==> src/logic/zaa_consts.svh <==
// Offsets, bit positions, reset values and timing counts of the annunciator.
// Assumes a 200 MHz clock; included by bare name, guarded against reuse.
`ifndef ZAA_CONSTS_SVH
`define ZAA_CONSTS_SVH
`define ZAA_ZONES 8
`define ZAA_DB_BITS 13
`define ZAA_CNT_W 20
`define ZAA_IN_ACK 8
`define ZAA_IN_CLR 9
`define ZAA_IN_SDIS 10
`define ZAA_IN_SMEM 11
`define ZAA_IN_MKEY 12
`define ZAA_RST_ARMED 8'hFF
`define ZAA_CLK_NS 5
`define ZAA_DEBOUNCE_NS 5000000
`endif

==> src/logic/zaa_pkg.sv <==
// Types shared by the annunciator modules.
// Assumes zaa_consts.svh is on the include path.
`include "zaa_consts.svh"
package zaa_pkg;
   // Common output behaviour; every code is a legal mode
   typedef enum logic [1:0] {
      ZAA_CM_NONLATCH = 2'h0,
      ZAA_CM_LATCH = 2'h1,
      ZAA_CM_AUDIBLE = 2'h2,
      ZAA_CM_SHUNT = 2'h3
   } zaa_cmode_t;
   typedef struct packed {
      logic [`ZAA_ZONES-1:0] alarm;
      logic [`ZAA_ZONES-1:0] trouble;
      logic [`ZAA_ZONES-1:0] tamper;
   } zaa_zone_in_t;
   typedef struct packed {
      logic [`ZAA_ZONES-1:0] zone_24h;
      logic [`ZAA_ZONES-1:0] ind_latch;
      logic snd_silence;
      zaa_cmode_t [1:0] com_mode;
   } zaa_cfg_t;
   typedef struct packed {
      logic valid;
      logic [2:0] zone;
      logic disarm;
   } zaa_rcmd_t;
   typedef struct packed {
      logic [`ZAA_DB_BITS-1:0] sync1;
      logic [`ZAA_DB_BITS-1:0] sync2;
      logic [`ZAA_DB_BITS-1:0] stab_n;
      logic [`ZAA_DB_BITS-1:0] press;
      logic [`ZAA_DB_BITS-1:0][`ZAA_CNT_W-1:0] cnt;
   } zaa_db_state_t;
   typedef struct packed {
      logic [`ZAA_ZONES-1:0] armed;
      logic [`ZAA_ZONES-1:0] alm_lat;
      logic [`ZAA_ZONES-1:0] ack;
      logic [`ZAA_ZONES-1:0] fault_prev;
      logic [`ZAA_ZONES-1:0] shunt_led;
      logic [`ZAA_ZONES-1:0] trouble_led;
      logic [`ZAA_ZONES-1:0] ind_out;
      logic [1:0] com_out;
      logic sounder;
   } zaa_top_state_t;
endpackage : zaa_pkg

==> src/logic/zaa_debounce.sv <==
// Synchroniser and debouncer for the active-low switch inputs.
// Assumes open inputs read high through pull-ups; one clock domain.
`timescale 1ns/10ps
`include "zaa_consts.svh"
module zaa_debounce #(
   parameter logic [`ZAA_CNT_W-1:0] DB_CYCLES = 20'hF4240
) (
   input wire logic clk,
   input wire logic rst_n,
   input wire logic [`ZAA_DB_BITS-1:0] raw_n,
   output logic [`ZAA_DB_BITS-1:0] level,
   output logic [`ZAA_DB_BITS-1:0] press
);
   zaa_pkg::zaa_db_state_t st_q;
   zaa_pkg::zaa_db_state_t st_d;
   // sync then debounce
   // A level must stand for DB_CYCLES before it is believed; sync1 feeds
   // only sync2 so a metastable first stage never reaches the counter.
   always_comb begin
      st_d = st_q;
      st_d.sync1 = raw_n;
      st_d.sync2 = st_q.sync1;
      st_d.press = '0;
      for (int i = 0; i < `ZAA_DB_BITS; i++) begin
         if (st_q.sync2[i] == st_q.stab_n[i]) begin
            st_d.cnt[i] = '0;
         end else if (st_q.cnt[i] >= DB_CYCLES - 20'h1) begin
            st_d.cnt[i] = '0;
            st_d.stab_n[i] = st_q.sync2[i];
            st_d.press[i] = ~st_q.sync2[i];
         end else begin
            st_d.cnt[i] = st_q.cnt[i] + 20'h1;
         end
      end
   end
   always_ff @(posedge clk) begin
      if (!rst_n) begin
         st_q <= '{sync1: '1, sync2: '1, stab_n: '1, press: '0, cnt: '0};
      end else begin
         st_q <= st_d;
      end
   end
   assign level = ~st_q.stab_n;
   assign press = st_q.press;
endmodule : zaa_debounce

==> src/logic/zaa_common_out.sv <==
// Mode selector for one common output.
// Assumes summary terms already reflect the next registered state.
`timescale 1ns/10ps
module zaa_common_out (
   input zaa_pkg::zaa_cmode_t mode,
   input wire logic any_fault,
   input wire logic any_latched,
   input wire logic any_unacked,
   input wire logic any_shunt,
   output logic out
);
   // Pure decode; the top registers the result
   always_comb begin
      unique case (mode)
         zaa_pkg::ZAA_CM_NONLATCH: out = any_fault;
         zaa_pkg::ZAA_CM_LATCH: out = any_latched;
         zaa_pkg::ZAA_CM_AUDIBLE: out = any_unacked;
         zaa_pkg::ZAA_CM_SHUNT: out = any_shunt;
      endcase
   end
endmodule : zaa_common_out

==> src/logic/zaa_top.sv <==
// Eight-zone alarm annunciator: arm state, latching, sounder and outputs.
// Assumes zone conditions arrive already decoded and synchronous to clk;
// switch inputs are raw, active low, and are debounced here.
`timescale 1ns/10ps
`include "zaa_consts.svh"
module zaa_top #(
   parameter logic [`ZAA_CNT_W-1:0] DB_CYCLES =
      `ZAA_CNT_W'((`ZAA_DEBOUNCE_NS + `ZAA_CLK_NS - 1) / `ZAA_CLK_NS)
) (
   input wire logic clk,
   input wire logic rst_n,
   input zaa_pkg::zaa_zone_in_t zin,
   input wire logic [`ZAA_ZONES-1:0] zone_btn_n,
   input wire logic ack_n,
   input wire logic clear_n,
   input wire logic key_shunt_dis_n,
   input wire logic key_shunt_mem_n,
   input wire logic master_key_n,
   input zaa_pkg::zaa_cfg_t cfg,
   input zaa_pkg::zaa_rcmd_t rcmd,
   output logic [`ZAA_ZONES-1:0] shunt_led,
   output logic [`ZAA_ZONES-1:0] alarm_led,
   output logic [`ZAA_ZONES-1:0] trouble_led,
   output logic [`ZAA_ZONES-1:0] ind_out,
   output logic [1:0] com_out,
   output logic sounder
);
   // ----------------------------------------------------------------
   // Declarations
   // ----------------------------------------------------------------
   zaa_pkg::zaa_top_state_t st_q;
   zaa_pkg::zaa_top_state_t st_d;
   logic [`ZAA_DB_BITS-1:0] db_level;
   logic [`ZAA_DB_BITS-1:0] db_press;
   logic master_on_w;
   logic ack_p_w;
   logic clr_p_w;
   logic sdis_w;
   logic smem_w;
   logic [`ZAA_ZONES-1:0] fault_w;
   logic [`ZAA_ZONES-1:0] pb_w;
   logic [`ZAA_ZONES-1:0] lat_nx_w;
   logic [`ZAA_ZONES-1:0] ack_nx_w;
   logic [`ZAA_ZONES-1:0] arm_nx_w;
   logic [`ZAA_ZONES-1:0] shunt_nx_w;
   logic [1:0] com_w;

   // ----------------------------------------------------------------
   // Switch conditioning
   // ----------------------------------------------------------------
   // debounce all switches
   zaa_debounce #(
      .DB_CYCLES(DB_CYCLES)
   ) u_db (
      .clk(clk),
      .rst_n(rst_n),
      .raw_n({master_key_n, key_shunt_mem_n, key_shunt_dis_n, clear_n,
              ack_n, zone_btn_n}),
      .level(db_level),
      .press(db_press)
   );

   // Debounced levels and one-cycle press pulses
   assign master_on_w = db_level[`ZAA_IN_MKEY];
   assign ack_p_w = db_press[`ZAA_IN_ACK];
   assign clr_p_w = db_press[`ZAA_IN_CLR];
   assign sdis_w = db_level[`ZAA_IN_SDIS];
   assign smem_w = db_level[`ZAA_IN_SMEM];
   assign pb_w = master_on_w ? '0 : db_press[`ZAA_ZONES-1:0];

   // ----------------------------------------------------------------
   // Per-zone next state
   // ----------------------------------------------------------------
   // One slice per zone; each slice sees only its own bits plus the
   // shared keys, so zones never interfere with one another.
   for (genvar i = 0; i < `ZAA_ZONES; i++) begin : g_zone
      logic eff_armed;
      logic zack;
      logic zrst;
      logic tog;
      logic rsel;
      logic rise;
      assign eff_armed = cfg.zone_24h[i] | (master_on_w & st_q.armed[i]);
      assign fault_w[i] = (zin.alarm[i] & eff_armed) | zin.trouble[i] |
                          zin.tamper[i];
      assign rise = fault_w[i] & ~st_q.fault_prev[i];
      // Button acts as acknowledge, then reset, then bypass toggle
      assign zack = ack_p_w | (pb_w[i] & st_q.alm_lat[i] & ~st_q.ack[i]);
      assign zrst = clr_p_w | (pb_w[i] & st_q.alm_lat[i] & st_q.ack[i]);
      assign tog = pb_w[i] & ~st_q.alm_lat[i];
      assign rsel = rcmd.valid & (rcmd.zone == 3'(i));
      // fault sets, reset clears
      // Set wins: a reset while still faulted leaves the latch on
      assign lat_nx_w[i] = fault_w[i] | (st_q.alm_lat[i] & ~zrst);
      assign ack_nx_w[i] = rise ? 1'b0 :
                           (lat_nx_w[i] & (st_q.ack[i] |
                           (zack & st_q.alm_lat[i])));
      // Arm state: 24-hour first, then freeze key, then remote, then button
      always_comb begin
         if (cfg.zone_24h[i]) begin
            arm_nx_w[i] = 1'b1;
         end else if (smem_w) begin
            arm_nx_w[i] = st_q.armed[i];
         end else if (rsel) begin
            arm_nx_w[i] = ~rcmd.disarm;
         end else if (tog && !(st_q.armed[i] && sdis_w)) begin
            arm_nx_w[i] = ~st_q.armed[i];
         end else begin
            arm_nx_w[i] = st_q.armed[i];
         end
      end
      assign shunt_nx_w[i] = ~arm_nx_w[i];
   end

   // ----------------------------------------------------------------
   // Common outputs
   // ----------------------------------------------------------------
   // Summaries are taken from next state so outputs line up with it
   for (genvar c = 0; c < 2; c++) begin : g_com
      zaa_common_out u_com (
         .mode(cfg.com_mode[c]),
         .any_fault(|fault_w),
         .any_latched(|lat_nx_w),
         .any_unacked(|(lat_nx_w & ~ack_nx_w)),
         .any_shunt(|shunt_nx_w),
         .out(com_w[c])
      );
   end

   // ----------------------------------------------------------------
   // State register
   // ----------------------------------------------------------------
   // Assemble next state; every output is a field of it
   always_comb begin
      st_d = st_q;
      st_d.armed = arm_nx_w;
      st_d.alm_lat = lat_nx_w;
      st_d.ack = ack_nx_w;
      st_d.fault_prev = fault_w;
      st_d.shunt_led = shunt_nx_w;
      st_d.trouble_led = zin.trouble | zin.tamper;
      st_d.ind_out = (cfg.ind_latch & lat_nx_w) | (~cfg.ind_latch & fault_w);
      st_d.com_out = com_w;
      st_d.sounder = cfg.snd_silence ? |(lat_nx_w & ~ack_nx_w) : |lat_nx_w;
   end

   // Zones start armed with nothing latched
   always_ff @(posedge clk) begin
      if (!rst_n) begin
         st_q <= '{armed: `ZAA_RST_ARMED, shunt_led: ~`ZAA_RST_ARMED,
                   default: '0};
      end else begin
         st_q <= st_d;
      end
   end

   assign shunt_led = st_q.shunt_led;
   assign alarm_led = st_q.alm_lat;
   assign trouble_led = st_q.trouble_led;
   assign ind_out = st_q.ind_out;
   assign com_out = st_q.com_out;
   assign sounder = st_q.sounder;

   // ----------------------------------------------------------------
   // Assertions
   // ----------------------------------------------------------------
   // Helper: first cycle after reset has no meaningful past inputs
   logic ast_run_q;
   logic [`ZAA_ZONES-1:0] ast_pbk_w;
   always_ff @(posedge clk) begin
      if (!rst_n) begin
         ast_run_q <= 1'b0;
      end else begin
         ast_run_q <= 1'b1;
      end
   end
   assign ast_pbk_w = pb_w & st_q.alm_lat & ~st_q.ack &
                      ~(fault_w & ~st_q.fault_prev);

   AST_NONSIL_HOLD: assert property (@(posedge clk)
      disable iff (!rst_n)
      ast_run_q && !$past(cfg.snd_silence) && (st_q.alm_lat != 8'h00)
      |-> sounder)
      else $error("sounder quiet while a zone is latched");
   AST_SIL_ACK: assert property (@(posedge clk)
      disable iff (!rst_n)
      ast_run_q && $past(cfg.snd_silence) &&
      ((st_q.alm_lat & ~st_q.ack) == 8'h00) |-> !sounder)
      else $error("sounder on with every alarm acknowledged");
   AST_RESOUND: assert property (@(posedge clk)
      disable iff (!rst_n)
      ((fault_w & ~st_q.fault_prev) != 8'h00) |=> sounder)
      else $error("new alarm did not sound");
   AST_SDIS_NODISARM: assert property (@(posedge clk)
      disable iff (!rst_n)
      sdis_w && !rcmd.valid
      |=> ((~st_q.armed & $past(st_q.armed)) == 8'h00))
      else $error("button disarmed a zone under shunt disable");
   AST_MEM_FREEZE: assert property (@(posedge clk)
      disable iff (!rst_n)
      smem_w |=> (st_q.armed == ($past(st_q.armed) | $past(cfg.zone_24h))))
      else $error("arm state moved under memory key");
   AST_SHUNT_LAMP: assert property (@(posedge clk)
      disable iff (!rst_n)
      shunt_led == ~st_q.armed)
      else $error("shunt lamp disagrees with arm state");
   AST_IND_LATCH: assert property (@(posedge clk)
      disable iff (!rst_n)
      ast_run_q |-> (((ind_out ^ st_q.alm_lat) & $past(cfg.ind_latch))
      == 8'h00))
      else $error("latched zone output not tracking latch");
   AST_IND_LIVE: assert property (@(posedge clk)
      disable iff (!rst_n)
      ast_run_q |-> (((ind_out ^ $past(fault_w)) & ~$past(cfg.ind_latch))
      == 8'h00))
      else $error("live zone output not tracking fault");
   AST_COM_LATCH: assert property (@(posedge clk)
      disable iff (!rst_n)
      ast_run_q && $past(cfg.com_mode[0]) == zaa_pkg::ZAA_CM_LATCH
      |-> com_out[0] == (st_q.alm_lat != 8'h00))
      else $error("latched common output wrong");
   AST_COM_LIVE: assert property (@(posedge clk)
      disable iff (!rst_n)
      ast_run_q && $past(cfg.com_mode[0]) == zaa_pkg::ZAA_CM_NONLATCH
      |-> com_out[0] == $past(fault_w != 8'h00))
      else $error("live common output wrong");
   AST_COM_AUDIBLE: assert property (@(posedge clk)
      disable iff (!rst_n)
      ast_run_q && $past(cfg.com_mode[1]) == zaa_pkg::ZAA_CM_AUDIBLE
      |-> com_out[1] == ((st_q.alm_lat & ~st_q.ack) != 8'h00))
      else $error("audible common output wrong");
   AST_COM_SHUNT: assert property (@(posedge clk)
      disable iff (!rst_n)
      ast_run_q && $past(cfg.com_mode[1]) == zaa_pkg::ZAA_CM_SHUNT
      |-> com_out[1] == (shunt_led != 8'h00))
      else $error("shunt common output wrong");
   AST_24H_ARMED: assert property (@(posedge clk)
      disable iff (!rst_n)
      ast_run_q |-> ((~st_q.armed & $past(cfg.zone_24h)) == 8'h00))
      else $error("24-hour zone found disarmed");
   AST_MASTER_OFF: assert property (@(posedge clk)
      disable iff (!rst_n)
      !master_on_w |-> ((fault_w & ~cfg.zone_24h) ==
      ((zin.trouble | zin.tamper) & ~cfg.zone_24h)))
      else $error("alarm answered while master disarmed");
   AST_BTN_ACK: assert property (@(posedge clk)
      disable iff (!rst_n)
      !master_on_w && !clr_p_w && (ast_pbk_w != 8'h00)
      |=> ((st_q.ack & $past(ast_pbk_w)) == $past(ast_pbk_w)))
      else $error("zone button failed to acknowledge");
   AST_MASTER_ON: assert property (@(posedge clk)
      disable iff (!rst_n)
      master_on_w |-> ((~fault_w & zin.alarm & st_q.armed) == 8'h00))
      else $error("armed zone alarm not answered");
   AST_BTN_DEAD: assert property (@(posedge clk)
      disable iff (!rst_n)
      master_on_w && !ack_p_w |=> ((st_q.ack & ~$past(st_q.ack)) == 8'h00))
      else $error("zone button acted while master armed");
   AST_REMOTE: assert property (@(posedge clk)
      disable iff (!rst_n)
      rcmd.valid && !smem_w && !cfg.zone_24h[rcmd.zone]
      |=> st_q.armed[$past(rcmd.zone)] == !$past(rcmd.disarm))
      else $error("remote shunt command not applied");
   AST_COM1_LATCH: assert property (@(posedge clk)
      disable iff (!rst_n)
      ast_run_q && $past(cfg.com_mode[1]) == zaa_pkg::ZAA_CM_LATCH
      |-> com_out[1] == (st_q.alm_lat != 8'h00))
      else $error("latched common output 1 wrong");
   AST_COM1_LIVE: assert property (@(posedge clk)
      disable iff (!rst_n)
      ast_run_q && $past(cfg.com_mode[1]) == zaa_pkg::ZAA_CM_NONLATCH
      |-> com_out[1] == $past(fault_w != 8'h00))
      else $error("live common output 1 wrong");
   AST_COM0_AUDIBLE: assert property (@(posedge clk)
      disable iff (!rst_n)
      ast_run_q && $past(cfg.com_mode[0]) == zaa_pkg::ZAA_CM_AUDIBLE
      |-> com_out[0] == ((st_q.alm_lat & ~st_q.ack) != 8'h00))
      else $error("audible common output 0 wrong");
   AST_COM0_SHUNT: assert property (@(posedge clk)
      disable iff (!rst_n)
      ast_run_q && $past(cfg.com_mode[0]) == zaa_pkg::ZAA_CM_SHUNT
      |-> com_out[0] == (shunt_led != 8'h00))
      else $error("shunt common output 0 wrong");
   AST_TRB_REPORT: assert property (@(posedge clk)
      disable iff (!rst_n)
      ast_run_q |-> trouble_led == $past(zin.trouble | zin.tamper))
      else $error("trouble or tamper not reported");
   // press only on change
   // A press pulse must coincide with a fresh debounced level
   AST_DB_PRESS: assert property (@(posedge clk)
      disable iff (!rst_n)
      ast_run_q |-> ((db_press & ~(db_level & ~$past(db_level)))
      == 13'h0000))
      else $error("switch press without a debounced change");

   // ----------------------------------------------------------------
   // Cover points
   // ----------------------------------------------------------------
   // Main scenarios worth seeing in a run
   COV_BTN_ACK: cover property (@(posedge clk) disable iff (!rst_n)
      !master_on_w && (ast_pbk_w != 8'h00));
   COV_SILENCE: cover property (@(posedge clk) disable iff (!rst_n)
      $fell(sounder) && (st_q.alm_lat != 8'h00));
   COV_RESOUND: cover property (@(posedge clk) disable iff (!rst_n)
      $rose(sounder) && ($past(st_q.ack) != 8'h00));
   COV_BYPASS: cover property (@(posedge clk) disable iff (!rst_n)
      !master_on_w && (pb_w != 8'h00) ##1 $changed(st_q.armed));
   COV_REMOTE: cover property (@(posedge clk) disable iff (!rst_n)
      rcmd.valid && rcmd.disarm ##1 (shunt_led != 8'h00));
endmodule : zaa_top

==> config.mk <==
export PLATFORM = sky130hd
export DESIGN_NAME = zaa_top
export DESIGN_NICKNAME = d
export VERILOG_FILES = /design/src/logic/zaa_pkg.sv /design/src/logic/zaa_debounce.sv /design/src/logic/zaa_common_out.sv /design/src/logic/zaa_top.sv
export VERILOG_INCLUDE_DIRS = /design/src /design/src/logic
export SDC_FILE = /design/constraint.sdc
export NUM_CORES = 1
export LEC_CHECK = 0
export BUFFER_PORTS_ARGS = -buffer_cell sky130_fd_sc_hd__buf_2
export CAP_MARGIN = 20
export CELL_PAD_IN_SITES_DETAIL_PLACEMENT = 1
export CELL_PAD_IN_SITES_GLOBAL_PLACEMENT = 2
export CORE_ASPECT_RATIO = 0.9
export CORE_UTILIZATION = 39
export CTS_BUF_LIST = sky130_fd_sc_hd__clkbuf_2
export DETAILED_ROUTE_END_ITERATION = 10
export GPL_TIMING_DRIVEN = 1
export PLACE_DENSITY = 0.79
export SYNTH_ARGS = -nofsm -noshare
export SYNTH_HDL_FRONTEND = slang
export SYNTH_SLANG_ARGS = --single-unit
export TNS_END_PERCENT = 5
==> constraint.sdc <==
create_clock -name clk -period 2.35 [get_ports clk]
set_input_delay 0.3525 -clock clk [delete_from_list [all_inputs] [get_ports clk]]
set_output_delay 0.3525 -clock clk [all_outputs]
set_load 0.03 [all_outputs]
==> impl_metrics.yaml, run 1 <==
outcome:
  status: "finished, final reports clean"
final_layout:
  nFillCells: 4839
  drive_gt1_frac: 0.1571
  area_delta_synth_final_pct: 19.13
  final_cells: 2669
  design_area_um2: 18980
  multiInputGateArea_um2: 7694
  final_nets: 2138
  final-seq-area_um2: 7370
timing:
  drv_slew: 0
  hold_ws_ns: 0.1564
  fin_crit_sh: 0.9695
  skew_ns: 0.05600
  finalSetupTns_ns: 0
  period_needed_ns: 2.278
  worst_pin_slew_ns: 0.5621
  grt_setup_unrepaired: "yes"
  max_slew_margin: 0.6224
  setup_viol: 0
  fmax_mhz: 438.9
  hold_viol_final: 0
power_and_ir_drop:
  seq_power_share: 0.554
  p_sw_mw: 3.089
  p_int_mw: 8.380
  power_density_nw_per_um2: 604.4
  power_mw: 11.47
  pwr-share-clk: 0.387
  vdd_ir_drop_max_mv: 0.2429
  swShare: 0.2693
  leakage_nw: 7.153
  p_comb_frac: 0.059
placed_design:
  dp.cells: 2363
  dp_hpwl_um: 28470
  place_area_um2: 16780
  io_buffers: 99
  place_congestion: 0.8075
clocking:
  cts_sinks: 368
  insertion_delay_ns: 1.02
  numCtsBuffers: 97
  tritoncts: "built"
  htree_num_levels: 3
  root_buffer: "clkbuf_2"
  ctsLongestPathBuffers: 3
  clkTransAtPathRegs_ns: 0.10
yosys:
  ys_ff_latch: 368
  synth.mux.area_fraction: 0.005263
  ys_top_cells_by_area: "dfxtp_1 46%, nor2_1 7.9%, xor2_1 7.4%, xnor2_1 5.5%, nand2_1 2.8%"
  synthSimpleGateAreaFrac: 0.2577
  postSynth.asyncResetShare: 0
  ys_warn_count: 0
  synth_compound_area_frac: 0.08051
  syn_inst: 1776
  netlist.area_leader.share: 0.4625
  ys_seq_area_frac: 0.4625
  synth_edf_count: 0
  synth_xor_area_frac: 0.1287
  synth_top_family_by_area: "simple AND/OR/NAND/NOR gates"
  yosys-top-cells-count: "368 x dfxtp_1, 334 x nor2_1, 134 x xor2_1, 118 x nand2_1, 100 x xnor2_1"
  synth.avg_cell_area_um2: 8.969
  synth_ff_type: "dfxtp_1"
  synth_nets: 1854
  synth.most_common_cell: "dfxtp_1"
  yosysUniqueCellTypes: 60
  yosys.area_share.adder: 0.01021
  netlist_area_um2: 15930
  synth_area_leader_cell: "dfxtp_1"
detailed_routing:
  viasPerCell: 4.917
  ant_nets: 0
  vias: 13120
  first_pass_iters: 4
  avgRoutedWirePerCell_um: 15.45
  drt_iter0_markers: 468
  routed_wl_um: 41240
  drc: 0
run:
  cap_violations: 0
worst_hold_path:
  hold_class: "input port to flop"
setup_path:
  cp-end-kind: "flop"
  crit_type: "input port to flop"
  cp.arrival_ns: 3.15
  start_kind: "input port"
  path_max_fanout: 5
  critPathRequiredTime_ns: 3.22
global_routing:
  track_usage: 0.2010
  grt_pass1_vias: 13830
  grt_max_degree: 39
  overflow: 0
  antenna_found_initial: 5
  grt_pass1_wl_um: 68720
die:
  die_h_um: 193.7
  dieArea_um2: 41660
  coreArea_um2: 39890
  io_pins: 100
  rows: 69
  initial_core_util: 0.3994
  die_w_um: 215.0
-- final cells by class --
type	count	area share
tap	532	0.03508
sequential	368	0.3884
antenna	5	0.0006594
multi-input combinational	1258	0.4054
clock inverter	36	0.009956
inverter	70	0.01385
timing repair buffer	265	0.1110
clock buffer	135	0.03561
-- metal layers --
metal	global-route usage	wire length (um)
met1	0.2550	19630
met2	0.3315	18990
met3	0.05145	1736
met4	0.06698	878
met5	0	8
-- kinds of logic after synthesis --
logic type,after synthesis
compound gates,168
xor+xnor,234
fa+ha+maj,13
buf+inv,150
flops,368
mux,8
simple gates,835
-- cells in the final DEF, fill, tap and decap left out, types with 8 or more instances in the layout --
cell	Yosys	final
a31oi_1	9	9
nor4_1	29	29
nor2_1	334	333
o211ai_1	12	12
xor2_1	134	134
o21ai_0	22	22
clkbuf_2	1	135
buf_4	35	34
ha_1	13	13
and4_4	9	9
nand3_1	87	87
nand4_1	44	44
inv_1	70	70
o311ai_0	12	12
a21oi_2	10	10
nor3_1	28	28
and3_1	56	56
buf_2	11	98
a211oi_1	9	8
dfxtp_1	368	366
nand2_1	118	117
xnor2_1	100	100
clkinv_1	0	32
a21oi_1	24	24
dlygate4sd3_1	0	130
nand2b_1	35	35
o211ai_2	9	9
o21ai_1	12	12
nand3b_1	19	19
or3_1	8	8
a41oi_1	9	9
and4_1	15	15
nor2_2	11	12
and2_1	16	16
-- worst paths after layout --
kind | slack [ns] | endpoint | cells past startpoint | from
worst max register to register | 0.07 | ind_out[0] | 7 | u_db.st_q[285]
worst max-delay path | 0.07 | com_out[1] | 9 | zin[17]
worst min register to register | 0.42 | u_db.st_q[290] | 1 | u_db.st_d[290]
worst min-delay path | 0.16 | alarm_led[4] | 7 | zin[12]
-- sequential cells by signal, indices dropped and copies added, names as in the netlist --
name / count
sounder: 1
u_db.st_q: 286
com_out: 2
alarm_led: 8
shunt_led: 8
u_db.press: 10
st_q: 24
trouble_led: 8
u_db.st_d: 13
ind_out: 8
-- power groups by stage --
stage | clock [mW] | sequential [mW] | combinational [mW]
6_report | 4.44 | 6.35 | 0.673
5_1_grt | 5.03 | 6.36 | 0.726
4_1_cts | 4.69 | 6.35 | 0.668
3_5_place_dp | 0 | 6.49 | 0.495
3_3_place_gp | 0 | 6.49 | 0.492
2_1_floorplan | 0 | 6.48 | 0.318
-- critical path, cell delays in order --
cell           delay, ns
dlygate4sd3_1       0.55
buf_2               0.15
a211oi_1            0.40
dlygate4sd3_1       0.67
nand2_1             0.15
o22ai_1             0.22
nand4_1             0.16
o31ai_1             0.34
o211ai_1            0.15
-- stage by stage --
| step | setup WS (ns) | util |
|---|---|---|
| after floorplan | 0.5144 | - |
| after global placement | 0.1238 | 0.4208 |
| after detailed placement | 0.06934 | 0.4208 |
| after CTS | 0.05351 | 0.4751 |
| after global routing | -0.02768 | 0.4758 |
| final | 0.07178 | 0.4758 |
-- timing repair --
item | 4_1_cts | 5_1_grt
hold buffers | 130 | 0
endpoints found under the setup margin | 0 | 5
buffers inserted | 0 | 0
endpoints found under the hold margin | 205 | 0
resized for setup | 0 | 5
Note: power is estimated with default switching activity, not from simulation.
==> inputs of run 2 (changes only) <==
PLACE_DENSITY = 0.8   (was 0.79)
==> run 2 against run 1 <==
  * Combinational power down 0.6%
  * Worst hold slack worse by 0.035 ns
  * Via count up 1.5%
  * Global-route usage down 0.18 points
  * Cell count down 0.34%
  * Count of clock-buffer cells in the layout up 5
  * First-iteration DRC count up 4.9%
  * Core utilization up 0.18 points
  * Wire length up 0.31%
  * Sequential cell count unchanged
  * Final area up 0.38%
  * Non-clock buffer count unchanged
==> impl_metrics.yaml, run 2 (same netlist as run 1, synthesis figures left out) <==
outcome:
  status: "finished, final reports clean"
setup_path:
  cp-end-kind: "flop"
  path_max_fanout: 17
  crit_type: "flop to flop"
  cp.arrival_ns: 3.22
  start_kind: "flop"
  critPathRequiredTime_ns: 3.22
run:
  cap_violations: 0
clocking:
  insertion_delay_ns: 1.01
  cts_sinks: 368
  root_buffer: "clkbuf_2"
  ctsLongestPathBuffers: 3
  clkTransAtPathRegs_ns: 0.10
  numCtsBuffers: 99
  post_cts_buffers: 0
  htree_num_levels: 3
  tritoncts: "built"
final_layout:
  largest_reg_flops: 286
  area_delta_synth_final_pct: 19.57
  final_nets: 2140
  nFillCells: 4796
  design_area_um2: 19050
  max_flop_register: "u_db.st_q"
  most-common-layout-cells: "366 x dfxtp_1, 334 x nor2_1, 140 x clkbuf_2"
  layout_commonest_cell: "dfxtp_1"
  drive_gt1_frac: 0.1590
detailed_routing:
  drc: 0
  viasPerCell: 5.010
  ant_nets: 0
  first_pass_iters: 7
  routed_wl_um: 41360
  vias: 13330
  avgRoutedWirePerCell_um: 15.55
  drt_iter0_markers: 491
timing:
  finalSetupTns_ns: 0
  fin_crit_sh: 0.9998
  hold_ws_ns: 0.1216
  setup_viol: 0
  worst_pin_slew_ns: 0.5949
  max_slew_margin: 0.6015
  fmax_mhz: 425.6
  skew_ns: 0.05423
  hold_viol_final: 0
  drv_slew: 0
  period_needed_ns: 2.350
  grt_setup_unrepaired: "yes"
placed_design:
  place_congestion: 0.7823
  io_buffers: 99
  place_area_um2: 16730
  dp_hpwl_um: 27860
worst_hold_path:
  hold_class: "input port to flop"
die:
  die_h_um: 193.7
  io_pins: 100
  initial_core_util: 0.3994
  die_w_um: 215.0
  dieArea_um2: 41660
  rows: 69
  coreArea_um2: 39890
power_and_ir_drop:
  vdd_ir_drop_max_mv: 0.3385
  leakage_nw: 7.202
  power_density_nw_per_um2: 603.4
global_routing:
  grt_pass1_wl_um: 68050
  track_usage: 0.1992
  grt_max_degree: 76
  overflow: 0
  grt_pass1_vias: 13930
  antenna_found_initial: 4
[run 2: cell types whose count changed in the layout (fill, tap and decap cells not counted), moves of 2 or more]
cell	change
buf_12	+2
buf_4	-13
clkbuf_2	+5
clkinv_1	-18
clkinv_2	+4
clkinvlp_4	+2
diode_2	-3
dlygate4sd3_1	+9
nand2_1	-2
nand2_2	+2
[run 2: area by class of cell]
| cell class | instances | area, um2 | area share |
|---|---|---|---|
| antenna | 2 | 5.005 | 0.0002628 |
| inverter | 70 | 262.8 | 0.01379 |
| sequential | 368 | 7372 | 0.3870 |
| multi-input combinational | 1258 | 7700 | 0.4043 |
| clock buffer | 140 | 700.7 | 0.03679 |
| clock inverter | 25 | 165.2 | 0.008671 |
| tap | 532 | 665.6 | 0.03495 |
| timing repair buffer | 265 | 2176 | 0.1142 |
[run 2: routing by layer]
metal / share of wire / up-vias / GRT usage / wire length [um]
li1: - / 6621 / - / -
met1: 0.46 / 6395 / 0.2434 / 19020
met2: 0.47 / 222 / 0.3329 / 19280
met3: 0.046 / 84 / 0.05114 / 1922
met4: 0.027 / 4 / 0.08169 / 1108
met5: 0.00065 / - / 0 / 27
[run 2: repair_timing]
item / in CTS / in global routing
endpoints found under the hold margin: 189 / 0
setup endpoints to repair: 0 / 28
hold buffers: 139 / 0
gates resized for setup: 0 / 8
[run 2: path summary, 6_finish.rpt]
path	slack, ns	from	cells past startpoint	to
worst max register to register	0.0005	u_db.st_q[285]	8	ind_out[3]
worst min-delay path	0.12	cfg[14]	5	alarm_led[1]
worst min register to register	0.41	u_db.st_d[293]	1	u_db.st_q[293]
worst max-delay path	0.0005	u_db.st_q[285]	8	ind_out[3]
[run 2: where the power goes]
part / switching, mW / internal (mW) / leakage (nW) / total, mW
logic: 0.356 / 0.313 / 3.56 / 0.669
registers: 0.0508 / 6.30 / 2.98 / 6.35
clock network: 2.66 / 1.81 / 0.660 / 4.47
total: 3.06 / 8.43 / 7.20 / 11.5
[run 2: critical path, cell delays in order, from the launching register on]
cell           delay, ns
dfxtp_4             0.41
buf_12              0.16
nand3b_1            0.17
nand2_1             0.11
buf_6               0.16
nor2_1              0.08
dlygate4sd3_1       0.55
nor2_1              0.04
dlygate4sd3_1       0.57
[run 2: stage by stage]
step	setup slack [ns]	std cells	power (mW)	util
after floorplan	0.5144	1776	6.796	-
after global placement	0.04378	2353	6.967	0.4196
after detailed placement	0.06829	2353	6.974	0.4196
after CTS	0.04446	2657	11.74	0.4762
after global routing	-0.06649	2659	12.15	0.4775
final	0.0004576	2660	11.49	0.4775
